**config.mk**
```make
export PLATFORM = sky130hd
export DESIGN_NAME = sideband_ctrl
export DESIGN_NICKNAME = d
export VERILOG_FILES = /design/src/hw/sideband_ctrl.v
export VERILOG_INCLUDE_DIRS = /design/src /design/src/hw
export SDC_FILE = /design/constraint.sdc
export NUM_CORES = 1
export LEC_CHECK = 0
export BUFFER_PORTS_ARGS = -buffer_cell sky130_fd_sc_hd__buf_2
export CAP_MARGIN = 20
export CORE_UTILIZATION = 59
export DETAILED_ROUTE_END_ITERATION = 12
export PLACE_DENSITY = 0.95
export SLEW_MARGIN = 20
export SYNTH_ARGS = -nofsm -noshare
export SYNTH_HDL_FRONTEND = slang
export SYNTH_SLANG_ARGS = --single-unit
```
**constraint.sdc**
```tcl
create_clock -name clk_i -period 4.7 [get_ports clk_i]
set_input_delay 1.41 -clock clk_i [delete_from_list [all_inputs] [get_ports clk_i]]
set_output_delay 1.41 -clock clk_i [all_outputs]
set_load 0.05 [all_outputs]
```
**src/hw/sideband_defs.vh**
```
`ifndef SIDEBAND_DEFS_VH
`define SIDEBAND_DEFS_VH

// clock rate and the timing figures, in their own units
`define CLK_FREQ_KHZ 250000
`define INIT_TIME_MS 2000
`define WAKE_TIME_MS 300

// register byte addresses
`define ADDR_FLAG 8'h00
`define ADDR_MASK 8'h04
`define ADDR_CTRL 8'h08
`define ADDR_STATE 8'h0c

// flag and mask layout
`define FLAG_W 4
`define FLAG_INIT_DONE 0
`define FLAG_RX_LOSS 1
`define FLAG_TX_FAULT 2
`define FLAG_AUX 3

// control layout
`define CTRL_W 4
`define CTRL_OVERRIDE 0
`define CTRL_POWER_SET 1
`define CTRL_PIN_TRANSMIT_DISABLE_SELECT 2
`define CTRL_OUT_LOSS 3

// state register layout
`define ST_DATA_NOT_READY 0
`define ST_LOW_POWER 1
`define ST_OPERATIONAL 2
`define ST_SELECT_PIN 3
`define ST_SEQ_LSB 4

// reset values
`define FLAG_RST 4'h0
`define MASK_RST 4'h0
`define CTRL_RST 4'h0
`define SYNC_RST 5'h01

`endif

```
**src/hw/sideband_ctrl.v**
```verilog
`timescale 1ns/1ps
`include "sideband_defs.vh"

// Notes on behaviour
// - init finishes within 2000 ms of any reset
// - fully functional within 2 s of power-on
// - management bus answers within 2 s
// - data-not-ready cleared, interrupt raised after init
// - back to full operation after reset release
// - interrupt line low within 200 ms
// - flags clear on read, line releases
// - receive loss sets flag within 100 ms
// - other events set flags within 200 ms
// - setting mask stops line pull-down
// - clearing mask restores line pull-down
// - dual select input switches function quickly
// - dual output switches irq/loss quickly
// - low-power select high enters low power
// - low-power select low returns to operation
// - override or power-set bits force low power
module sideband_ctrl #(
    parameter [31:0] INIT_CYCLES = `INIT_TIME_MS * `CLK_FREQ_KHZ,
    parameter [31:0] WAKE_CYCLES = `WAKE_TIME_MS * `CLK_FREQ_KHZ
) (
    // clock and reset
    input wire clk_i,
    input wire rst_i,
    // wishbone slave
    input wire wb_cyc_i,
    input wire wb_stb_i,
    input wire wb_we_i,
    input wire [7:0] wb_adr_i,
    input wire [3:0] wb_sel_i,
    input wire [31:0] wb_dat_i,
    output reg [31:0] wb_dat_o,
    output reg wb_ack_o,
    // sideband pins from the host
    input wire module_reset_line_n_i,
    input wire low_power_select_i,
    // module conditions
    input wire rx_loss_i,
    input wire tx_fault_i,
    input wire aux_event_i,
    // open-drain dual output, interrupt or receive loss
    output reg module_irq_line_o,
    output reg module_irq_line_oe_o,
    // internal status
    output reg irq_o,
    output reg low_power_o,
    output reg tx_disable_o,
    output reg operational_o,
    output reg mgmt_bus_ready_o
);

    localparam [1:0] SEQ_HOLD = 2'b00;
    localparam [1:0] SEQ_INIT = 2'b01;
    localparam [1:0] SEQ_READY = 2'b10;

    // byte-lane write for a narrow register in lane 0
    function [3:0] lane_write;
        input [3:0] old_v;
        input [3:0] new_v;
        input sel_v;
        begin
            lane_write = sel_v ? new_v : old_v;
        end
    endfunction

    // rising edge of a synchronised pin; prev_reg resets to the idle level,
    // so no false event follows reset
    function rise_of;
        input now_v;
        input old_v;
        begin
            rise_of = now_v & ~old_v;
        end
    endfunction

    // pin synchronisers: bit 0 reset line, 1 select, 2 loss, 3 fault, 4 aux
    reg [4:0] meta_reg;
    reg [4:0] sync_reg;
    reg [4:0] prev_reg;

    reg [1:0] seq_reg;
    reg [1:0] seq_next;
    reg [31:0] init_cnt_reg;
    reg [31:0] init_cnt_next;
    reg [31:0] wake_cnt_reg;
    reg [31:0] wake_cnt_next;

    reg [3:0] flag_reg;
    reg [3:0] flag_next;
    reg [3:0] mask_reg;
    reg [3:0] mask_next;
    reg [3:0] ctrl_reg;
    reg [3:0] ctrl_next;

    reg [31:0] rdata_next;
    reg [3:0] flag_set;
    reg [3:0] flag_clr;

    wire reset_line_n;
    wire select_pin;
    wire loss_level;
    wire bus_access;
    wire rd_access;
    wire wr_access;
    wire init_done_pulse;
    wire soft_hold;
    wire low_power_req;
    wire irq_pending;
    wire hit_flag;
    wire hit_mask;
    wire hit_ctrl;
    wire hit_state;

    assign reset_line_n = sync_reg[0];
    assign select_pin = sync_reg[1];
    assign loss_level = sync_reg[2];

    assign bus_access = wb_cyc_i & wb_stb_i & ~wb_ack_o;
    assign rd_access = bus_access & ~wb_we_i;
    assign wr_access = bus_access & wb_we_i;

    // one decode shared by the clear, write and read paths;
    // an unmapped address hits none of them and reads zero
    assign hit_flag = (wb_adr_i == `ADDR_FLAG);
    assign hit_mask = (wb_adr_i == `ADDR_MASK);
    assign hit_ctrl = (wb_adr_i == `ADDR_CTRL);
    assign hit_state = (wb_adr_i == `ADDR_STATE);

    assign soft_hold = (seq_reg == SEQ_HOLD);
    assign init_done_pulse = (seq_reg == SEQ_INIT) && reset_line_n &&
        (init_cnt_reg == INIT_CYCLES - 32'd1);

    // the select pin only asks for low power while it serves that function
    assign low_power_req = (~ctrl_reg[`CTRL_PIN_TRANSMIT_DISABLE_SELECT] & select_pin) |
        ctrl_reg[`CTRL_OVERRIDE] | ctrl_reg[`CTRL_POWER_SET];

    assign irq_pending = |(flag_reg & ~mask_reg);

    // two-flop synchronisers; logic reads sync_reg and prev_reg, never meta_reg
    always @(posedge clk_i) begin
        if (rst_i) begin
            meta_reg <= `SYNC_RST;
        end else begin
            meta_reg <= {aux_event_i, tx_fault_i, rx_loss_i,
                         low_power_select_i, module_reset_line_n_i};
        end
    end

    always @(posedge clk_i) begin
        if (rst_i) begin
            sync_reg <= `SYNC_RST;
        end else begin
            sync_reg <= meta_reg;
        end
    end

    // previous synced value, for the event edge detectors
    always @(posedge clk_i) begin
        if (rst_i) begin
            prev_reg <= `SYNC_RST;
        end else begin
            prev_reg <= sync_reg;
        end
    end

    // start-up sequence
    always @* begin
        seq_next = seq_reg;
        init_cnt_next = init_cnt_reg;
        case (seq_reg)
            SEQ_HOLD: begin
                init_cnt_next = 32'd0;
                // any low pulse that survives the synchroniser restarts init
                if (reset_line_n) begin
                    seq_next = SEQ_INIT;
                end
            end
            SEQ_INIT: begin
                if (!reset_line_n) begin
                    seq_next = SEQ_HOLD;
                end else if (init_done_pulse) begin
                    seq_next = SEQ_READY;
                end else begin
                    init_cnt_next = init_cnt_reg + 32'd1;
                end
            end
            SEQ_READY: begin
                if (!reset_line_n) begin
                    seq_next = SEQ_HOLD;
                end
            end
            default: begin
                seq_next = SEQ_HOLD;
            end
        endcase
    end

    always @(posedge clk_i) begin
        if (rst_i) begin
            seq_reg <= SEQ_INIT;
            init_cnt_reg <= 32'd0;
        end else begin
            seq_reg <= seq_next;
            init_cnt_reg <= init_cnt_next;
        end
    end

    // settle time after leaving low power; it runs during init too,
    // so a module that starts in full power is ready once init ends
    always @* begin
        wake_cnt_next = wake_cnt_reg;
        if (low_power_req || soft_hold) begin
            wake_cnt_next = 32'd0;
        end else if (wake_cnt_reg < WAKE_CYCLES) begin
            wake_cnt_next = wake_cnt_reg + 32'd1;
        end
    end

    always @(posedge clk_i) begin
        if (rst_i) begin
            wake_cnt_reg <= 32'd0;
        end else begin
            wake_cnt_reg <= wake_cnt_next;
        end
    end

    // event flags: hardware set wins over a read or write-one clear
    always @* begin
        flag_set = 4'h0;
        flag_set[`FLAG_INIT_DONE] = init_done_pulse;
        if (seq_reg == SEQ_READY) begin
            flag_set[`FLAG_RX_LOSS] = rise_of(sync_reg[2], prev_reg[2]);
            flag_set[`FLAG_TX_FAULT] = rise_of(sync_reg[3], prev_reg[3]);
            flag_set[`FLAG_AUX] = rise_of(sync_reg[4], prev_reg[4]);
        end
        flag_clr = 4'h0;
        if (rd_access && hit_flag) begin
            flag_clr = flag_reg;
        end else if (wr_access && hit_flag && wb_sel_i[0]) begin
            flag_clr = wb_dat_i[3:0];
        end
        flag_next = (flag_reg & ~flag_clr) | flag_set;
        if (soft_hold) begin
            flag_next = `FLAG_RST;
        end
    end

    // software-written registers
    always @* begin
        mask_next = mask_reg;
        ctrl_next = ctrl_reg;
        if (soft_hold) begin
            mask_next = `MASK_RST;
            ctrl_next = `CTRL_RST;
        end else if (wr_access) begin
            if (hit_mask) begin
                mask_next = lane_write(mask_reg, wb_dat_i[3:0], wb_sel_i[0]);
            end else if (hit_ctrl) begin
                ctrl_next = lane_write(ctrl_reg, wb_dat_i[3:0], wb_sel_i[0]);
            end
        end
    end

    always @(posedge clk_i) begin
        if (rst_i) begin
            flag_reg <= `FLAG_RST;
        end else begin
            flag_reg <= flag_next;
        end
    end

    always @(posedge clk_i) begin
        if (rst_i) begin
            mask_reg <= `MASK_RST;
        end else begin
            mask_reg <= mask_next;
        end
    end

    always @(posedge clk_i) begin
        if (rst_i) begin
            ctrl_reg <= `CTRL_RST;
        end else begin
            ctrl_reg <= ctrl_next;
        end
    end

    // read data; unmapped addresses read zero and still acknowledge
    always @* begin
        rdata_next = 32'h0;
        if (hit_flag) begin
            rdata_next[3:0] = flag_reg;
        end else if (hit_mask) begin
            rdata_next[3:0] = mask_reg;
        end else if (hit_ctrl) begin
            rdata_next[3:0] = ctrl_reg;
        end else if (hit_state) begin
            rdata_next[`ST_DATA_NOT_READY] = (seq_reg != SEQ_READY);
            rdata_next[`ST_LOW_POWER] = low_power_o;
            rdata_next[`ST_OPERATIONAL] = operational_o;
            rdata_next[`ST_SELECT_PIN] = select_pin;
            rdata_next[`ST_SEQ_LSB + 1:`ST_SEQ_LSB] = seq_reg;
        end
    end

    // bus answers one cycle after the request, always, even during init
    always @(posedge clk_i) begin
        if (rst_i) begin
            wb_ack_o <= 1'b0;
        end else begin
            wb_ack_o <= bus_access;
        end
    end

    // data is zero outside the ack cycle, so a late sampler sees no stale flags
    always @(posedge clk_i) begin
        if (rst_i || !rd_access) begin
            wb_dat_o <= 32'h0;
        end else begin
            wb_dat_o <= rdata_next;
        end
    end

    // pin and status outputs, each one flop behind its cause
    // the pin only ever pulls low; the host pull-up makes it high
    always @(posedge clk_i) begin
        if (rst_i) begin
            module_irq_line_o <= 1'b0;
            module_irq_line_oe_o <= 1'b0;
        end else begin
            module_irq_line_o <= 1'b0;
            if (soft_hold) begin
                module_irq_line_oe_o <= 1'b0;
            end else if (ctrl_reg[`CTRL_OUT_LOSS]) begin
                // loss mode shows the live level: not masked, not latched
                module_irq_line_oe_o <= loss_level;
            end else begin
                module_irq_line_oe_o <= irq_pending;
            end
        end
    end

    // interrupt level as software sees it, whatever the pin mode
    always @(posedge clk_i) begin
        if (rst_i) begin
            irq_o <= 1'b0;
        end else begin
            irq_o <= irq_pending;
        end
    end

    // power state: reset and host hold both count as lowest power
    always @(posedge clk_i) begin
        if (rst_i) begin
            low_power_o <= 1'b1;
            tx_disable_o <= 1'b0;
        end else begin
            low_power_o <= low_power_req | soft_hold;
            tx_disable_o <= ctrl_reg[`CTRL_PIN_TRANSMIT_DISABLE_SELECT] & select_pin;
        end
    end

    // the bus is up once init ends; full function also waits for the settle count
    always @(posedge clk_i) begin
        if (rst_i) begin
            operational_o <= 1'b0;
            mgmt_bus_ready_o <= 1'b0;
        end else begin
            operational_o <= (seq_reg == SEQ_READY) && !low_power_req &&
                (wake_cnt_reg >= WAKE_CYCLES);
            mgmt_bus_ready_o <= (seq_reg == SEQ_READY);
        end
    end

endmodule // sideband_ctrl

```
# After elaboration in Yosys (flattened, before gate mapping)
# Index checks and enable logic that the tools add are counted.
# word_totals
ff_bits,132
inputBits,54
output_inout_bits,40
elab_cells,98
# classes
add_sub_neg,2
n_lt_le_gt_ge,2
eq_ne,12
n_mux,16
bitwise_logic,25
n_reduce_logical,22
# op_table
op,count
"32-bit by 1-bit adder with 32-bit output, second input constant",2
32-bit 2-to-1 mux,2
32-bit one-hot mux with 2 select lines,1
"32-bit by 29-bit equality test with 1-bit output, second input constant",1
"32-bit by 27-bit greater-or-equal comparator with 1-bit output, second input constant",1
"32-bit by 27-bit less-than comparator with 1-bit output, second input constant",1
4-bit 2-to-1 mux,5
"8-bit by 4-bit equality test with 1-bit output, second input constant",2
"2-bit != test, second input constant",5
1-bit AND,9
3-bit AND reduction,3
4-bit AND,2
"8-bit by 3-bit equality test with 1-bit output, second input constant",1
8-bit logical NOT,1
2-bit 2-to-1 mux,4
1-bit inverter,8
4-bit inverter,2
1-bit logical AND,7
6-bit 2-to-1 mux,1
2-bit one-hot mux with 3 select lines,1
5-bit OR reduction,1
4-bit bitwise OR,1
4-bit AND reduction,1
2-bit OR reduction,2
other kinds (11),15

# Logic depth before layout (Yosys ltp)
# Gate-level depths: netlist of run 1.
# logic_depth
depth_word,10
ltp_mapped,8
depth_no_buf,7

# Worst setup path after synthesis of run 1
# Ideal clock, no wire load.
# synth_timing
kind,input to register
startpoint,in wb_adr_i[5]
endpoint,reg mask_reg[0]
setup_ns,0.128
arrival_time_ns,2.829
required_time_ns,4.572
path_slack_ns,1.743
stages,6
n_path_buf,1
cell_sequence,nor4_1 nand2_1 or4b_2 clkbuf_1 mux2i_1 nor2_1
# synth_between
elab_chain_cells,2
# synth_lines
item,line,rtl
start: declaration,sideband_ctrl.v:32,"input wire [7:0] wb_adr_i,"
8-bit by 3-bit equality test with 1-bit output (no line),n/a,
3-bit AND reduction (no line),n/a,
end signal: assignment,sideband_ctrl.v:277,mask_reg <= `MASK_RST;
end signal: assignment,sideband_ctrl.v:279,mask_reg <= mask_next;
end: declaration,sideband_ctrl.v:93,reg [3:0] mask_reg;
# No other way between the ends.
# A chain may end at the register's enable or synchronous reset.

# Final worst setup path of run 1
# layout_timing
startpoint,in rst_i
endpoint,reg wake_cnt_reg[9]
# layout_between
elab_chain_cells,1
# layout_lines
item,line,rtl
start: declaration,sideband_ctrl.v:27,"input wire rst_i,"
2-bit OR reduction (no line),n/a,
end signal: assignment,sideband_ctrl.v:226,wake_cnt_reg <= wake_cnt_next;
end: declaration,sideband_ctrl.v:88,reg [31:0] wake_cnt_reg;
# No other way between the ends.

==> results of run 1 <==
==> synthesized netlist by cell type, types with 3 or more instances <==
cell      count  area share
xnor2_1      11       0.020
nor3_1        7      0.0074
or3_1        12       0.016
buf_4        27       0.043
and4_1       10       0.019
nand4_1      24       0.032
nand3b_1      4      0.0064
o21ai_0      14       0.015
ha_1          3      0.0080
clkbuf_1     16       0.013
a21oi_1      22       0.023
inv_1        11      0.0088
a211oi_1      4      0.0064
or4_1         3      0.0048
nand2b_1      4      0.0053
o211ai_1      5      0.0080
nand2_1      34       0.027
nand3_1      28       0.030
or2_2         4      0.0053
xor2_1       32       0.059
mux2i_1      11       0.023
nor4_1        7      0.0093
nor3b_1       3      0.0048
a31oi_1       3      0.0040
nor2_1       76       0.060
nor2b_1      14       0.019
and3_1       17       0.023
and2_1       10       0.013
dfxtp_1     104        0.44
==> critical path, delay by kind of cell <==
kind,cells,cell delay (ns)
buffers and inverters,3,0.53
and+or+nand+nor,4,1.19
==> stage by stage <==
stage	worst slack [ns]	power, mW
after floorplan	1.74	1.02
final	1.87	1.60
after global placement	1.57	1.02
after CTS	1.86	1.61
after global routing	1.66	1.65
after detailed placement	1.48	1.03
==> power by group through the flow <==
stage                     logic (mW)  registers, mW  clock network, mW
after floorplan                0.102          0.920                  0
after global placement         0.104          0.918                  0
after detailed placement       0.107          0.919                  0
after CTS                      0.107          0.899              0.603
after global routing           0.116          0.900              0.637
final                          0.107          0.899              0.592
==> layout by cell type, fill, tap and decap left out, types with 2 or more instances in the layout <==
| cell | n |
|---|---|
| dfxtp_1 | 104 |
| nor2_1 | 76 |
| buf_2 | 35 |
| nand2_1 | 34 |
| xor2_1 | 32 |
| nand3_1 | 28 |
| conb_1 | 27 |
| nand4_1 | 24 |
| a21oi_1 | 22 |
| and3_1 | 17 |
| o21ai_0 | 14 |
| nor2b_1 | 14 |
| or3_1 | 12 |
| inv_1 | 11 |
| xnor2_1 | 11 |
| mux2i_1 | 11 |
| and4_1 | 10 |
| and2_1 | 10 |
| clkbuf_8 | 9 |
| nor3_1 | 7 |
| nor4_1 | 7 |
| o211ai_1 | 5 |
| a211oi_1 | 4 |
| nand3b_1 | 4 |
| or2_2 | 4 |
| nand2b_1 | 4 |
| or4_1 | 3 |
| nor3b_1 | 3 |
| a31oi_1 | 3 |
| ha_1 | 3 |
| clkinv_8 | 3 |
| and4b_1 | 2 |
| nor4bb_1 | 2 |
| or4b_2 | 2 |
| or4b_1 | 2 |
==> cell type report <==
type	instances	area [um^2]
clock buffer	9	124
clock inverter	7	103
fill	586	2670
inverter	12	45.0
multi-input combinational	407	2400
sequential	104	2080
tap	102	128
timing repair buffer	36	183
==> worst min-delay path by stage <==
stage                      from          end  cells after the start
floorplan           meta_reg[0]  sync_reg[0]                      1
global placement    meta_reg[0]  sync_reg[0]                      1
detailed placement  meta_reg[0]  sync_reg[0]                      1
CTS                 meta_reg[0]  sync_reg[0]                      1
global route        meta_reg[0]  sync_reg[0]                      1
finish              meta_reg[0]  sync_reg[0]                      1
==> per-layer routing <==
metal / GRT usage / vias to the layer above
li1: - / 1893
met1: 0.269 / 1823
met2: 0.402 / 113
met3: 0.0302 / 19
met4: 0.0952 / 0
met5: 0 / -
==> cells by family (layout without fill, tap and decap cells) <==
| group | Yosys count | count (layout) | synth area share |
|---|---|---|---|
| xor+xnor | 43 | 43 | 0.0798 |
| other cells | 1 | 27 | 0.000795 |
| simple gates | 270 | 270 | 0.310 |
| compound gates | 53 | 53 | 0.0661 |
| buf+inv | 58 | 64 | 0.0711 |
| flops | 104 | 104 | 0.441 |
| mux | 11 | 11 | 0.0233 |
| fa+ha+maj | 3 | 3 | 0.00796 |
==> metrics.txt, run 1 <==
total track usage=0.225; CTS H-tree lvls=3; Cells after DPL=661; Psw=0.423 mW; CTS tree=yes; r2r endpoint=wake_cnt_reg[21]; sequential cell area fraction in the yosys report=0.441; final hold slack=0.434 ns; IO buf count=35; Worst Setup EP=wake_cnt_reg[9]; core region area=7730 um^2; RSZ-0062 raised after global routing=no; Startpoint Class=input pin; fin area=5060 um^2; remaining antenna violation count=0; layout cells sized above 1=0.106; DR WL/cell=13.4 um; Reg2Reg Depth=6; Gate power share=0.067; number of synthesized flops with an enable pin=0; Max Slew Vio Count=0; CP Data Required Time=5.01 ns; Slew HR=0.476; met1 wire length=4.01 mm; critical path cell sequence=buf_2 -> nor2_1 -> and2_1 -> clkinv_1 -> buf_4 -> or4_1 -> nand2_1; worst setup path start=rst_i; worst-skew pair later-pin latency=0.38 ns; Worst Setup End Kind=register; Distinct cells, synth=47; Routed WL=9.07 mm; WL met2=4.49 mm; post-CTS setup repair buffer count=0; Avg Inst Size Synth=8.69 um^2; total negative slack=0 ns; overflow left after global routing=0; DRT Pass-1 Iters=4; endpoints failing setup=0; cts repair resizes=0; initial antenna violation count=0; critical path class=in2reg; min Tclk post-route=2.83 ns; P&R area growth vs syn=7.29%; pwr dens=316 nW/um^2; final hold violations=0; I/O Pins=94; clk buf depth=2; Cells after Synth=543; Rows=32; post-route insts no fill=677; Top FF cell, synth=dfxtp_1; P_int=1.18 mW; Critical Path AT=3.14 ns; async set or reset register ratio after synthesis=0; HP Class=reg2reg; vias in the first global route=3589; first-pass GRT wire length=15.4 mm; Post-DP Area=4830 um^2; HPWL Detailed=6.41 mm; Initial Util=0.610; drt drc=0; clock buffer count from CTS=9; clock transition at the registers of the reported paths=0.10 ns; f_max=353 MHz; final worst-path cycle share=0.602; Clock power frac=0.370; die area=8360 um^2; Reg power frac=0.562; Die H=91.4 um; CP max stage cell=or4_1; Max-Cap Viols=0; VDD IR max=165 uV; Iteration-0 DRC Markers=238; Root Driver=clkbuf_8; hold buffer count at CTS=0; reg2reg start=wake_cnt_reg[23]; Sw Ratio=0.265; number of synthesized register bits=104; metal3 WL=420 um; highest routed layer=met4; Vias=3848; die span in x=91.4 um; gpl congestion=0.895; Ys Warns=0; clk_skew=0.0171 ns; post-synthesis cell area=4720 um^2; Slew @ Worst Pin=0.786 ns; largest net degree at the start of global routing=44; reg-to-reg setup timing slack=2.10 ns; Leak=1.95 nW; worst-path fanout max=27; outcome=finished, final reports clean; slowest cell delay on critical path=0.49 ns; nets=627; fin util=0.655; vias per cell=5.68; Clock Sinks=104; number of diodes=0
(Power assumes the default switching activity.)
==> inputs of run 2 (changes only) <==
Settings changed: CORE_UTILIZATION 59 to 50, PLACE_DENSITY 0.95 to 0.88.
Clock period 4.7 ns to 2.6 ns, I/O delays scaled along.
==> run 2 against run 1 <==
First-iteration DRC count fell by 30%. Setup slack got worse by 1.5 ns. Count of clock-buffer cells in the layout rose by 1. Design area rose by 1.3%. Combinational power rose by 90%. Non-clock buffer count rose by 9. Sequential share of layout area fell by 0.53 points. Global-route usage fell by 2.6 points. Final cell count rose by 2.7%.
==> metrics.txt, run 2 (synthesis gave the netlist of run 1 again) <==
outcome=finished, final reports clean; Routed WL=9.35 mm; IO buf count=35; clk_skew=0.0134 ns; layout cells sized above 1=0.120; hold path endpoint=sync_reg[0]; Initial Util=0.513; I/O Pins=94; final hold slack=0.429 ns; post-route insts no fill=695; DRT Pass-1 Iters=6; vias in the first global route=3692; Slew @ Worst Pin=0.733 ns; vias per cell=5.54; Post-DP Area=4910 um^2; clk buf depth=2; Leak=1.99 nW; VDD IR max=262 uV; gpl congestion=0.917; min Tclk post-route=2.23 ns; total negative slack=0 ns; nets=636; r2r endpoint=wake_cnt_reg[21]; die span in x=99.1 um; Vias=3851; f_max=448 MHz; Slew HR=0.507; endpoints failing setup=0; Cells after DPL=679; overflow left after global routing=0; Hold Path Origin=meta_reg[0]; core region area=9200 um^2; pwr dens=563 nW/um^2; drt drc=0; number of diodes=0; Die H=99.1 um; initial antenna violation count=0; post-CTS setup repair buffer count=0; Clock Sinks=104; HP Class=reg2reg; CTS H-tree lvls=3; worst-path fanout max=16; RSZ-0062 raised after global routing=no; P&R area growth vs syn=8.70%; most common cell after layout, fill and taps aside=dfxtp_1; Iteration-0 DRC Markers=167; cts repair resizes=0; CP Data Required Time=2.90 ns; Max Slew Vio Count=0; hold buffer count at CTS=0; DR WL/cell=13.4 um; CTS tree=yes; Worst Setup End Kind=register; Reg2Reg Depth=7; Root Driver=clkbuf_8; remaining antenna violation count=0; final worst-path cycle share=0.859; clock buffer count from CTS=9; total track usage=0.199; final hold violations=0; clock transition at the registers of the reported paths=0.10 ns; die area=9830 um^2; largest net degree at the start of global routing=43; first-pass GRT wire length=15.8 mm; critical path class=reg2reg; HPWL Detailed=6.68 mm; Post-Place Setup Slack=0.0834 ns; worst-skew pair later-pin latency=0.37 ns; most frequent cells in the layout=dfxtp_1, nor2_1, buf_2; reg2reg start=wake_cnt_reg[23]; reg-to-reg setup timing slack=0.37 ns; Rows=35; fin area=5130 um^2; setup ws final=0.366 ns; WHS Path Cells=1; Startpoint Class=register; Max-Cap Viols=0; Critical Path AT=2.53 ns
## run 2: cell count changes in the layout (fill, tap and decap cells not counted), sizes merged
cell,delta
inv,+1
buf,+9
clkbuf,+1
clkinvlp,-1
clkinv,-1
## run 2: how the worst max path moves through the flow
stage | end | startpoint | cells past startpoint
floorplan | mask_reg[0] | wb_adr_i[5] | 6
finish | wake_cnt_reg[21] | wake_cnt_reg[23] | 7
detailed placement | mask_reg[3] | wb_adr_i[5] | 6
global route | init_cnt_reg[31] | init_cnt_reg[2] | 6
CTS | wake_cnt_reg[21] | wake_cnt_reg[23] | 7
global placement | mask_reg[3] | wb_adr_i[5] | 6
## run 2: layout make-up
class                           count  area [um^2]
Fill cell                         815         4070
Multi-Input combinational cell    407         2400
Sequential cell                   104         2080
Timing Repair Buffer               45          250
Tap cell                          111          139
Clock buffer                       10          138
Clock inverter                      6         76.3
Inverter                           12         45.0
## run 2: per-layer routing
| layer | vias up | track usage | wire, um |
|---|---|---|---|
| li1 | 1903 | - | - |
| met1 | 1833 | 0.226 | 4110 |
| met2 | 99 | 0.358 | 4630 |
| met3 | 16 | 0.0576 | 454 |
| met4 | 0 | 0.0690 | 146 |
| met5 | - | 0 | 0 |
## run 2: metrics by stage
step,total power [mW],util
2_1_floorplan,1.85,-
3_3_place_gp,1.86,0.534
3_5_place_dp,1.86,0.534
4_1_cts,2.90,0.558
5_1_grt,2.99,0.558
6_report,2.89,0.558
## run 2: critical path, stage by stage (launching register included)
cell and delay, ns:
dfxtp_1 0.36, or4_1 0.52, o211ai_1 0.11, and4b_1 0.21
buf_4 0.22, nand3_4 0.18, or3_1 0.39, a21oi_1 0.17
## run 2: power by group
part	internal, mW	switching (mW)
sequential	1.61	0.0134
combinational	0.0456	0.157
clock	0.487	0.572
